### src/common/tmic_pkg.sv
// Constants, field positions and carrier types for the timer and capture block.
// Assumes one state time equals one period of the 25 MHz system clock.
package tmic_pkg;

   // Clock and state-time figures
   localparam int CLK_PERIOD_NS = 40;
   localparam int STATE_TIME_NS = 40;
   localparam int STATE_CYCLES  =
      (STATE_TIME_NS + CLK_PERIOD_NS - 1) / CLK_PERIOD_NS;
   localparam int TICK_STATES   = 8;
   localparam int TICK_CYCLES   = TICK_STATES * STATE_CYCLES;
   localparam int TICK_W        = $clog2(TICK_CYCLES);
   localparam logic [TICK_W-1:0] TICK_LAST = TICK_W'(TICK_CYCLES - 1);

   // Register addresses on the plain port
   localparam logic [7:0] ADDR_CAP_MODE   = 8'h03;
   localparam logic [7:0] ADDR_TIME_WORD  = 8'h04;
   localparam logic [7:0] ADDR_CAP_STATUS = 8'h06;
   localparam logic [7:0] ADDR_INT_MASK   = 8'h08;
   localparam logic [7:0] ADDR_RT_TIMER   = 8'h0C;
   localparam logic [7:0] ADDR_EV_TIMER   = 8'h0E;
   localparam logic [7:0] ADDR_IO_CONTROL_0       = 8'h15;
   localparam logic [7:0] ADDR_IO_CONTROL_1       = 8'h16;
   localparam logic [7:0] ADDR_IO_STATUS_1       = 8'h17;

   // io_control_0 fields
   localparam int IO_CONTROL_0_EN_BASE    = 0;
   localparam int IO_CONTROL_0_EN_STRIDE  = 2;
   localparam int IO_CONTROL_0_EVCLR_SW   = 1;
   localparam int IO_CONTROL_0_EXTCLR_EN  = 3;
   localparam int IO_CONTROL_0_EXTCLR_SEL = 5;
   localparam int IO_CONTROL_0_EVCLK_SEL  = 7;

   // io_control_1 fields
   localparam int IO_CONTROL_1_RT_OVF_IE = 2;
   localparam int IO_CONTROL_1_EV_OVF_IE = 3;
   localparam int IO_CONTROL_1_PIN2_OUT  = 4;
   localparam int IO_CONTROL_1_PIN3_OUT  = 6;
   localparam int IO_CONTROL_1_QMODE     = 7;

   // io_status_1 fields
   localparam int IO_STATUS_1_SWT_W  = 4;
   localparam int IO_STATUS_1_FLAG_W = 6;

   // Reset values
   localparam logic [7:0] RST_IO_CONTROL_0     = 8'h00;
   localparam logic [7:0] RST_IO_CONTROL_1     = 8'h00;
   localparam logic [7:0] RST_CAP_MODE = 8'h00;

   // Timers
   localparam int          TIMER_W      = 16;
   localparam logic [15:0] TIMER_MAX    = 16'hFFFF;
   localparam logic [15:0] TIMER_PRESET = 16'hFFF0;

   // Capture unit
   localparam int         CAP_INPUTS  = 4;
   localparam int         QUEUE_DEPTH = 7;
   localparam int         QUEUE_CW    = 3;
   localparam logic [2:0] Q_THRESH    = 3'h6;
   localparam logic [2:0] Q_FULL      = 3'h7;
   localparam logic [2:0] PRESC_LAST  = 3'h7;

   typedef enum logic [1:0] {
      CAP_EVERY8TH_RISE = 2'h0,
      CAP_EACH_RISE     = 2'h1,
      CAP_EACH_FALL     = 2'h2,
      CAP_EACH_EDGE     = 2'h3
   } tmic_cap_mode_type;

   typedef struct packed {
      logic [TIMER_W-1:0]    stamp;
      logic [CAP_INPUTS-1:0] hit;
   } tmic_entry_type;

endpackage : tmic_pkg

### src/verilog/tmic_pin_sync.sv
// Two-flop synchroniser with edge detection for a group of pins.
// Assumes pins are asynchronous to clk; edges come from the second stage.
`timescale 1ns/1ps
module tmic_pin_sync #(
   parameter int W = 1
) (
   input  wire logic         clk,
   input  wire logic         rstn,
   input  wire logic [W-1:0] pin_in,
   output logic      [W-1:0] level,
   output logic      [W-1:0] rise,
   output logic      [W-1:0] fall
);

   logic [W-1:0] meta_r;
   logic [W-1:0] sync_r;
   logic [W-1:0] prev_r;

   always_ff @(posedge clk or negedge rstn) begin
      if (!rstn) begin
         meta_r <= '0;
         sync_r <= '0;
         prev_r <= '0;
      end else begin
         meta_r <= pin_in;
         sync_r <= meta_r;
         prev_r <= sync_r;
      end
   end

   assign level = sync_r;
   assign rise  = sync_r & ~prev_r;
   assign fall  = ~sync_r & prev_r;

endmodule : tmic_pin_sync

### src/verilog/tmic_timers_capture.sv
// Real-time timer, event timer and four-input capture unit with its queue.
// Assumes a plain register port on clk; pins are asynchronous and are
// synchronised here. Compare-unit requests arrive on clk.
`timescale 1ns/1ps

// Summary of operation
// - Real-time timer ticks every eight states, reset-only clear
// - Writing real-time timer presets both timers
// - Event timer counts both edges of selected input
// - Event timer clears by reset, software, compare, pin
// - Timer wraps set status flags and interrupts
// - Any status access clears bits zero to five
// - Overflow interrupts gated by mask bit zero
// - Each capture input has a two-bit mode
// - Divide-by-eight prescaler cleared only by reset
// - Disabled capture inputs never enter queue
// - Entry holds timer and hit flags, eight-state transfer
// - Queue plus holding register keep eight events
// - Rising input zero interrupts even when disabled
// - Queue interrupt per load or at six entries
// - Threshold interrupt re-arms after five or fewer
// - Inputs two and three share pins with outputs
// - Status shows six entries and holding data ready
// - Read status first; time-word read pops queue
// - Status byte has event and level per input
module tmic_timers_capture
   import tmic_pkg::*;
(
   input  wire logic        clk,
   input  wire logic        rstn,
   input  wire logic [7:0]  bus_addr,
   input  wire logic [15:0] bus_wdata,
   input  wire logic        bus_wr,
   input  wire logic        bus_rd,
   output logic      [15:0] bus_rdata,
   input  wire logic        event_timer_clock_pin,
   input  wire logic        event_timer_clear_pin,
   input  wire logic        capture_input_zero,
   input  wire logic        capture_input_one,
   input  wire logic        capture_input_two_in,
   input  wire logic        capture_input_three_in,
   output logic             timed_output_four_out,
   output logic             timed_output_four_oe,
   output logic             timed_output_five_out,
   output logic             timed_output_five_oe,
   input  wire logic        timed_output_four_level,
   input  wire logic        timed_output_five_level,
   input  wire logic        event_timer_clear_req,
   input  wire logic [3:0]  sw_timer_flag_set,
   output logic             timer_ovf_irq,
   output logic             capture_pin0_irq,
   output logic             capture_queue_irq,
   output logic             capture_overrun
);

   // Pin synchroniser: 0..3 capture inputs, 4 clock pin, 5 clear pin
   localparam int PIN_CLK = 4;
   localparam int PIN_CLR = 5;

   logic [5:0] pin_lvl;
   logic [5:0] pin_rise;
   logic [5:0] pin_fall;

   tmic_pin_sync #(
      .W (6)
   ) u_sync (
      .clk    (clk),
      .rstn   (rstn),
      .pin_in ({event_timer_clear_pin, event_timer_clock_pin,
                capture_input_three_in, capture_input_two_in,
                capture_input_one, capture_input_zero}),
      .level  (pin_lvl),
      .rise   (pin_rise),
      .fall   (pin_fall)
   );

   // Eight-state tick divider
   logic [TICK_W-1:0] tick_cnt_r;
   logic [TICK_W-1:0] tick_cnt_nxt;
   wire               tick = (tick_cnt_r == TICK_LAST);

   assign tick_cnt_nxt = tick ? '0 : tick_cnt_r + TICK_W'(1);

   // Register decode
   wire wr_cap_mode = bus_wr && (bus_addr == ADDR_CAP_MODE);
   wire wr_int_mask = bus_wr && (bus_addr == ADDR_INT_MASK);
   wire wr_rt_timer = bus_wr && (bus_addr == ADDR_RT_TIMER);
   wire wr_io_control_0     = bus_wr && (bus_addr == ADDR_IO_CONTROL_0);
   wire wr_io_control_1     = bus_wr && (bus_addr == ADDR_IO_CONTROL_1);
   wire io_status_1_access = (bus_wr || bus_rd) && (bus_addr == ADDR_IO_STATUS_1);
   wire pop_time    = bus_rd && (bus_addr == ADDR_TIME_WORD);

   logic [7:0] io_control_0_r;
   logic [7:0] io_control_1_r;
   logic [7:0] cap_mode_r;
   logic       int_mask_r;

   // Software clear of the event timer is a strobe; the bit reads zero
   wire ev_sw_clr = wr_io_control_0 && bus_wdata[IO_CONTROL_0_EVCLR_SW];

   // Real-time timer
   logic [TIMER_W-1:0] rt_r;
   logic [TIMER_W-1:0] rt_nxt;
   wire  rt_wrap = tick && !wr_rt_timer && (rt_r == TIMER_MAX);

   assign rt_nxt = wr_rt_timer ? TIMER_PRESET :
                   tick        ? rt_r + 16'h0001 : rt_r;

   // Event timer source, clears and count
   logic [TIMER_W-1:0] ev_r;
   logic [TIMER_W-1:0] ev_nxt;
   wire  ev_edge_pin  = pin_rise[PIN_CLK] | pin_fall[PIN_CLK];
   wire  ev_edge_cap1 = pin_rise[1] | pin_fall[1];
   wire  ev_edge      = io_control_0_r[IO_CONTROL_0_EVCLK_SEL] ? ev_edge_cap1
                                               : ev_edge_pin;
   wire  ev_ext_lvl   = io_control_0_r[IO_CONTROL_0_EXTCLR_SEL] ? pin_lvl[0]
                                                : pin_lvl[PIN_CLR];
   wire  ev_ext_clr   = io_control_0_r[IO_CONTROL_0_EXTCLR_EN] && ev_ext_lvl;
   wire  ev_clr       = ev_sw_clr || event_timer_clear_req ||
                        ev_ext_clr;
   // Each synchronised edge counts once; the source keeps the rate low
   wire  ev_inc       = ev_edge && !ev_clr && !wr_rt_timer;
   wire  ev_wrap      = ev_inc && (ev_r == TIMER_MAX);

   assign ev_nxt = wr_rt_timer ? TIMER_PRESET :
                   ev_clr      ? '0 :
                   ev_inc      ? ev_r + 16'h0001 : ev_r;

   // io_status_1 sticky flags: software timers 0..3, event 4, real-time 5
   logic [IO_STATUS_1_FLAG_W-1:0] io_status_1_flags_r;
   logic [IO_STATUS_1_FLAG_W-1:0] io_status_1_flags_nxt;
   wire  [IO_STATUS_1_FLAG_W-1:0] io_status_1_set = {rt_wrap, ev_wrap,
                                       sw_timer_flag_set};

   // Set wins over the access clear
   assign io_status_1_flags_nxt = (io_status_1_access ? '0 : io_status_1_flags_r) |
                           io_status_1_set;

   wire ovf_irq_nxt = int_mask_r &&
                      ((rt_wrap && io_control_1_r[IO_CONTROL_1_RT_OVF_IE]) ||
                       (ev_wrap && io_control_1_r[IO_CONTROL_1_EV_OVF_IE]));

   // Capture event detection, one slice per input
   logic [3*CAP_INPUTS-1:0] presc_r;
   logic [3*CAP_INPUTS-1:0] presc_nxt;
   logic [CAP_INPUTS-1:0]   cap_evt;
   logic [CAP_INPUTS-1:0]   cap_hit;

   genvar gi;
   generate
      for (gi = 0; gi < CAP_INPUTS; gi++) begin : g_cap
         wire [2:0] presc = presc_r[3*gi +: 3];
         wire       eighth = pin_rise[gi] && (presc == PRESC_LAST);
         wire tmic_cap_mode_type mode =
            tmic_cap_mode_type'(cap_mode_r[2*gi +: 2]);
         // Prescaler free-runs on rising edges, cleared by reset only
         assign presc_nxt[3*gi +: 3] =
            pin_rise[gi] ? presc + 3'h1 : presc;
         always_comb begin
            case (mode)
               CAP_EVERY8TH_RISE: cap_evt[gi] = eighth;
               CAP_EACH_RISE:     cap_evt[gi] = pin_rise[gi];
               CAP_EACH_FALL:     cap_evt[gi] = pin_fall[gi];
               CAP_EACH_EDGE:     cap_evt[gi] = pin_rise[gi] | pin_fall[gi];
               default:           cap_evt[gi] = 1'b0;
            endcase
         end
         assign cap_hit[gi] = cap_evt[gi] &&
            io_control_0_r[IO_CONTROL_0_EN_BASE + IO_CONTROL_0_EN_STRIDE*gi];
      end
   endgenerate

   // Capture queue of seven entries ahead of the holding register
   tmic_entry_type        q_r   [QUEUE_DEPTH];
   tmic_entry_type        q_nxt [QUEUE_DEPTH];
   logic [QUEUE_CW-1:0]   q_cnt_r;
   logic [QUEUE_CW-1:0]   q_cnt_nxt;
   tmic_entry_type        hold_r;
   logic                  hold_vld_r;
   logic                  q6_r;

   wire tmic_entry_type new_entry = '{stamp: rt_r, hit: cap_hit};
   wire any_hit   = |cap_hit;
   wire hold_free = !hold_vld_r || pop_time;
   // Head moves to the holding register on the eight-state tick
   wire load_hold = tick && hold_free && (q_cnt_r != '0);
   wire push_ok   = any_hit && ((q_cnt_r != Q_FULL) || load_hold);
   wire overrun   = any_hit && !push_ok;
   wire [QUEUE_CW-1:0] wpos = load_hold ? q_cnt_r - 3'h1 : q_cnt_r;
   wire q6        = (q_cnt_r >= Q_THRESH);

   assign q_cnt_nxt = q_cnt_r + {2'b00, push_ok} - {2'b00, load_hold};

   genvar gj;
   generate
      for (gj = 0; gj < QUEUE_DEPTH; gj++) begin : g_q
         wire tmic_entry_type shifted =
            (load_hold && gj < QUEUE_DEPTH - 1) ?
            q_r[(gj + 1) % QUEUE_DEPTH] : q_r[gj];
         assign q_nxt[gj] = (push_ok && wpos == QUEUE_CW'(gj)) ?
                            new_entry : shifted;
      end
   endgenerate

   // Queue interrupt: each load, or rising edge of the six-entry level
   wire q_irq_nxt = io_control_1_r[IO_CONTROL_1_QMODE] ? (q6 && !q6_r)
                                       : load_hold;

   // Capture status byte: event flag low, present level high
   logic [7:0] cap_status;

   generate
      for (gi = 0; gi < CAP_INPUTS; gi++) begin : g_stat
         assign cap_status[2*gi]     = hold_r.hit[gi];
         assign cap_status[2*gi + 1] = pin_lvl[gi];
      end
   endgenerate

   wire [7:0] io_status_1_value = {hold_vld_r, q6, io_status_1_flags_r};

   // Read data selection
   logic [15:0] rd_mux;

   always_comb begin
      case (bus_addr)
         ADDR_CAP_MODE:   rd_mux = {8'h00, cap_mode_r};
         ADDR_TIME_WORD:  rd_mux = hold_r.stamp;
         ADDR_CAP_STATUS: rd_mux = {8'h00, cap_status};
         ADDR_INT_MASK:   rd_mux = {15'h0000, int_mask_r};
         ADDR_RT_TIMER:   rd_mux = rt_r;
         ADDR_EV_TIMER:   rd_mux = ev_r;
         ADDR_IO_CONTROL_0:       rd_mux = {8'h00, io_control_0_r};
         ADDR_IO_CONTROL_1:       rd_mux = {8'h00, io_control_1_r};
         ADDR_IO_STATUS_1:       rd_mux = {8'h00, io_status_1_value};
         default:         rd_mux = 16'h0000;
      endcase
   end

   // Control registers
   always_ff @(posedge clk or negedge rstn) begin
      if (!rstn) begin
         io_control_0_r     <= RST_IO_CONTROL_0;
         io_control_1_r     <= RST_IO_CONTROL_1;
         cap_mode_r <= RST_CAP_MODE;
         int_mask_r <= 1'b0;
      end else begin
         if (wr_io_control_0)
            io_control_0_r <= bus_wdata[7:0] & ~(8'h01 << IO_CONTROL_0_EVCLR_SW);
         if (wr_io_control_1)
            io_control_1_r <= bus_wdata[7:0];
         if (wr_cap_mode)
            cap_mode_r <= bus_wdata[7:0];
         if (wr_int_mask)
            int_mask_r <= bus_wdata[0];
      end
   end

   // Timers, divider and status flags
   always_ff @(posedge clk or negedge rstn) begin
      if (!rstn) begin
         tick_cnt_r   <= '0;
         rt_r         <= '0;
         ev_r         <= '0;
         io_status_1_flags_r <= '0;
         presc_r      <= '0;
      end else begin
         tick_cnt_r   <= tick_cnt_nxt;
         rt_r         <= rt_nxt;
         ev_r         <= ev_nxt;
         io_status_1_flags_r <= io_status_1_flags_nxt;
         presc_r      <= presc_nxt;
      end
   end

   // Queue and holding register
   always_ff @(posedge clk or negedge rstn) begin
      if (!rstn) begin
         q_r        <= '{default: '0};
         q_cnt_r    <= '0;
         hold_r     <= '0;
         hold_vld_r <= 1'b0;
         q6_r       <= 1'b0;
      end else begin
         q_r     <= q_nxt;
         q_cnt_r <= q_cnt_nxt;
         q6_r    <= q6;
         if (load_hold) begin
            hold_r     <= q_r[0];
            hold_vld_r <= 1'b1;
         end else if (pop_time) begin
            hold_vld_r <= 1'b0;
         end
      end
   end

   // Registered outputs
   always_ff @(posedge clk or negedge rstn) begin
      if (!rstn) begin
         bus_rdata             <= 16'h0000;
         timer_ovf_irq         <= 1'b0;
         capture_pin0_irq      <= 1'b0;
         capture_queue_irq     <= 1'b0;
         capture_overrun       <= 1'b0;
         timed_output_four_out <= 1'b0;
         timed_output_four_oe  <= 1'b0;
         timed_output_five_out <= 1'b0;
         timed_output_five_oe  <= 1'b0;
      end else begin
         bus_rdata             <= bus_rd ? rd_mux : 16'h0000;
         timer_ovf_irq         <= ovf_irq_nxt;
         capture_pin0_irq      <= pin_rise[0];
         capture_queue_irq     <= q_irq_nxt;
         capture_overrun       <= overrun;
         timed_output_four_out <= timed_output_four_level;
         timed_output_four_oe  <= io_control_1_r[IO_CONTROL_1_PIN2_OUT];
         timed_output_five_out <= timed_output_five_level;
         timed_output_five_oe  <= io_control_1_r[IO_CONTROL_1_PIN3_OUT];
      end
   end

endmodule : tmic_timers_capture

### config.mk
export PLATFORM = sky130hd
export DESIGN_NAME = tmic_timers_capture
export DESIGN_NICKNAME = d
export VERILOG_FILES = /design/src/common/tmic_pkg.sv /design/src/verilog/tmic_pin_sync.sv /design/src/verilog/tmic_timers_capture.sv
export SDC_FILE = /design/constraint.sdc
export NUM_CORES = 1
export LEC_CHECK = 0
export BUFFER_PORTS_ARGS = -buffer_cell sky130_fd_sc_hd__buf_2
export CORE_MARGIN = 4
export CORE_UTILIZATION = 30
export CTS_CLUSTER_SIZE = 12
export DETAILED_ROUTE_END_ITERATION = 6
export PLACE_DENSITY = 0.42
export SYNTH_ARGS = -nofsm -noshare
export SYNTH_HDL_FRONTEND = slang
export SYNTH_HIERARCHICAL = 1
export SYNTH_SLANG_ARGS = --single-unit
### constraint.sdc
create_clock -name clk -period 3.55 [get_ports clk]
set_input_delay 0.71 -clock clk [delete_from_list [all_inputs] [get_ports clk]]
set_output_delay 0.71 -clock clk [all_outputs]
set_load 0.02 [all_outputs]
==> out/qor.csv <==
metric,value,unit
Max VDD drop,0.323,mV
final net count,1292,
Worst Path Buf+Inv,2,
CTS max path bufs,3,
placed insts,1732,
reg2reg end,q_r[40],
Die Area,46500,µm²
design area,15300,µm²
placed inst area,14100,µm²
Critical Path RT,3.93,ns
H-Tree Depth,2,
CTS resizes,0,
diode count,0,
RSZ-0062 raised after global routing,false,
FILL cells,4211,
worst-margin pin slew,1.01,ns
area grow syn2layout,18.4,%
grt ovf,0,
Crit-path slowest cell,o21ai_0,
Root Buffer,clkbuf_16,
Detail Placement HPWL,23800,µm
final antenna-violating net count,0,
vias per cell,5.07,
Power per Cell Area,554,nW/µm²
1st-iter DRT viols,573,
# setup viols final,0,
R2R setup slack,0.44,ns
hold_buf cts,0,
Worst Path Arrival,3.49,ns
Die W,216,µm
via count,9112,
largest net degree at the start of global routing,138,
final hold vios,0,
setup slack after layout,0.440,ns
TritonCTS clock tree,done,
core box area,42200,µm²
setup TNS,0,ns
Critical Path Sink Type,flip-flop,
"non-filler cells, final",1796,
Max Cap Violations,0,
Worst-Skew Late Latency,0.53,ns
fraction of layout cells with a size suffix above 1,18.1,%
Synth Instances,1157,
Wirelength per Cell,20.2,µm
final period utilization,87.6,%
Remaining DRCs,0,
RR Startpoint,presc_r[6],
TritonCTS Buffers,36,
syn_nets,1218,
critical path launch point type,flip-flop,
Period minus WS final,3.11,ns
initial antenna violation count,0,
crit-path cells,ha_1 -> ha_1 -> and3b_1 -> o21ai_0 -> nand4_1 -> buf_4 -> o21ai_2 -> nand2b_1 -> buf_4 -> a22oi_1,
WHS,0.194,ns
I/O Pins,65,
RePlAce Congestion,0.775,
clock sinks,283,
Max Slew Vio Count,0,
global-route wire length before repair,57800,µm
syn_area_per_cell,11.2,µm²
FMAX,322,MHz
status,"complete, no violations",
port bufs,56,
worst setup path class,reg2reg,
worst-path fanout max,15,
Initial Util,30.6,%
row cnt,75,
worst min path class,in2async,
Worst slew margin,32.6,%
GRT Util Overall,15.8,%
WL final,36400,µm
Place WS,0.0962,ns
yosys warns,6,
post-CTS setup buffer count,0,
Setup Skew,0.0191,ns
LEAKAGE,8.25,nW
Mapped Area,12900,µm²
CP top delay family,compound AO/OA/AOI/OAI gates,
worst stage delay on the critical path,0.62,ns
die height,216,µm
R2R depth,10,
drt first pass iters,5,
clk slew on worst S/H paths,0.06,ns
vias in the first global route,9353,
[final cells by class]
cell class                 instances  area, µm²  area share (%)
sequential                       283       7080            46.3
multi-input combinational        779       5480            35.8
tap                              539        674            4.41
inverter                          17       63.8           0.417
clock buffer                      54       1070            6.99
clock inverter                    10        108           0.703
timing repair buffer             114        826            5.40
[state kept, by name, indices dropped and copies added (netlist names), 12 cells and up]
signal and cells:
hold_r 16, q_r 120, ev_r 16, rt_r 16, g_q.shifted 20, presc_r 12, bus_rdata 16
[power by group]
| group | switching (mW) | internal, mW |
|---|---|---|
| Combinational | 0.671 | 0.416 |
| Sequential | 0.249 | 3.50 |
| Clock | 1.41 | 2.23 |
[worst reg2reg max path: stages (launching register included)]
cell and delay (ns):
dfrtp_1 0.39, ha_1 0.21, ha_1 0.18, and3b_1 0.17
o21ai_0 0.62, nand4_1 0.24, buf_4 0.22, o21ai_2 0.29
nand2b_1 0.22, buf_4 0.30, a22oi_1 0.12
[per-layer routing]
layer / GRT usage [%] / part of all wire, % / vias up
li1: - / - / 4281
met1: 22.5 / 48 / 4628
met2: 25.1 / 47 / 158
met3: 2.62 / 3.8 / 45
met4: 3.99 / 2.0 / 0
met5: 0 / 0 / -
[cell usage in the layout, fill, tap and decap left out, types with 8 or more instances in the layout]
cell type  count
a21oi_1       18
a22oi_1      100
a31oi_1       29
and2b_2       10
and3_1        10
buf_12         8
buf_2         55
buf_4         50
clkbuf_1       9
clkbuf_16     37
clkbuf_8       8
dfrtp_1      283
ha_1          19
inv_1         16
mux2_1        16
mux2_2        34
mux2i_1      130
nand2_1      141
nand2b_1       8
nand3_1       19
nor2_1        98
nor2b_1        8
nor3_1        10
o21ai_0       26
xnor2_1       14
xor2_1        19
[stage by stage]
| step | total power [mW] | util (%) |
|---|---|---|
| detailed placement | 4.92 | 33.5 |
| global route | 8.94 | 36.2 |
| CTS | 8.64 | 36.2 |
| floorplan | 4.40 | - |
| global placement | 4.89 | 33.5 |
| finish | 8.48 | 36.2 |
[worst max path at each step]
stage | from | to | cells after the start
after floorplan | bus_addr[4] | q_cnt_r[2] | 12
after global placement | bus_addr[5] | q_r[139] | 9
after detailed placement | bus_addr[5] | q_r[51] | 9
after CTS | presc_r[6] | q_r[51] | 10
after global routing | presc_r[6] | q_r[133] | 10
final | presc_r[6] | q_r[40] | 10
No activity file was read; power rests on OpenSTA's default activity.
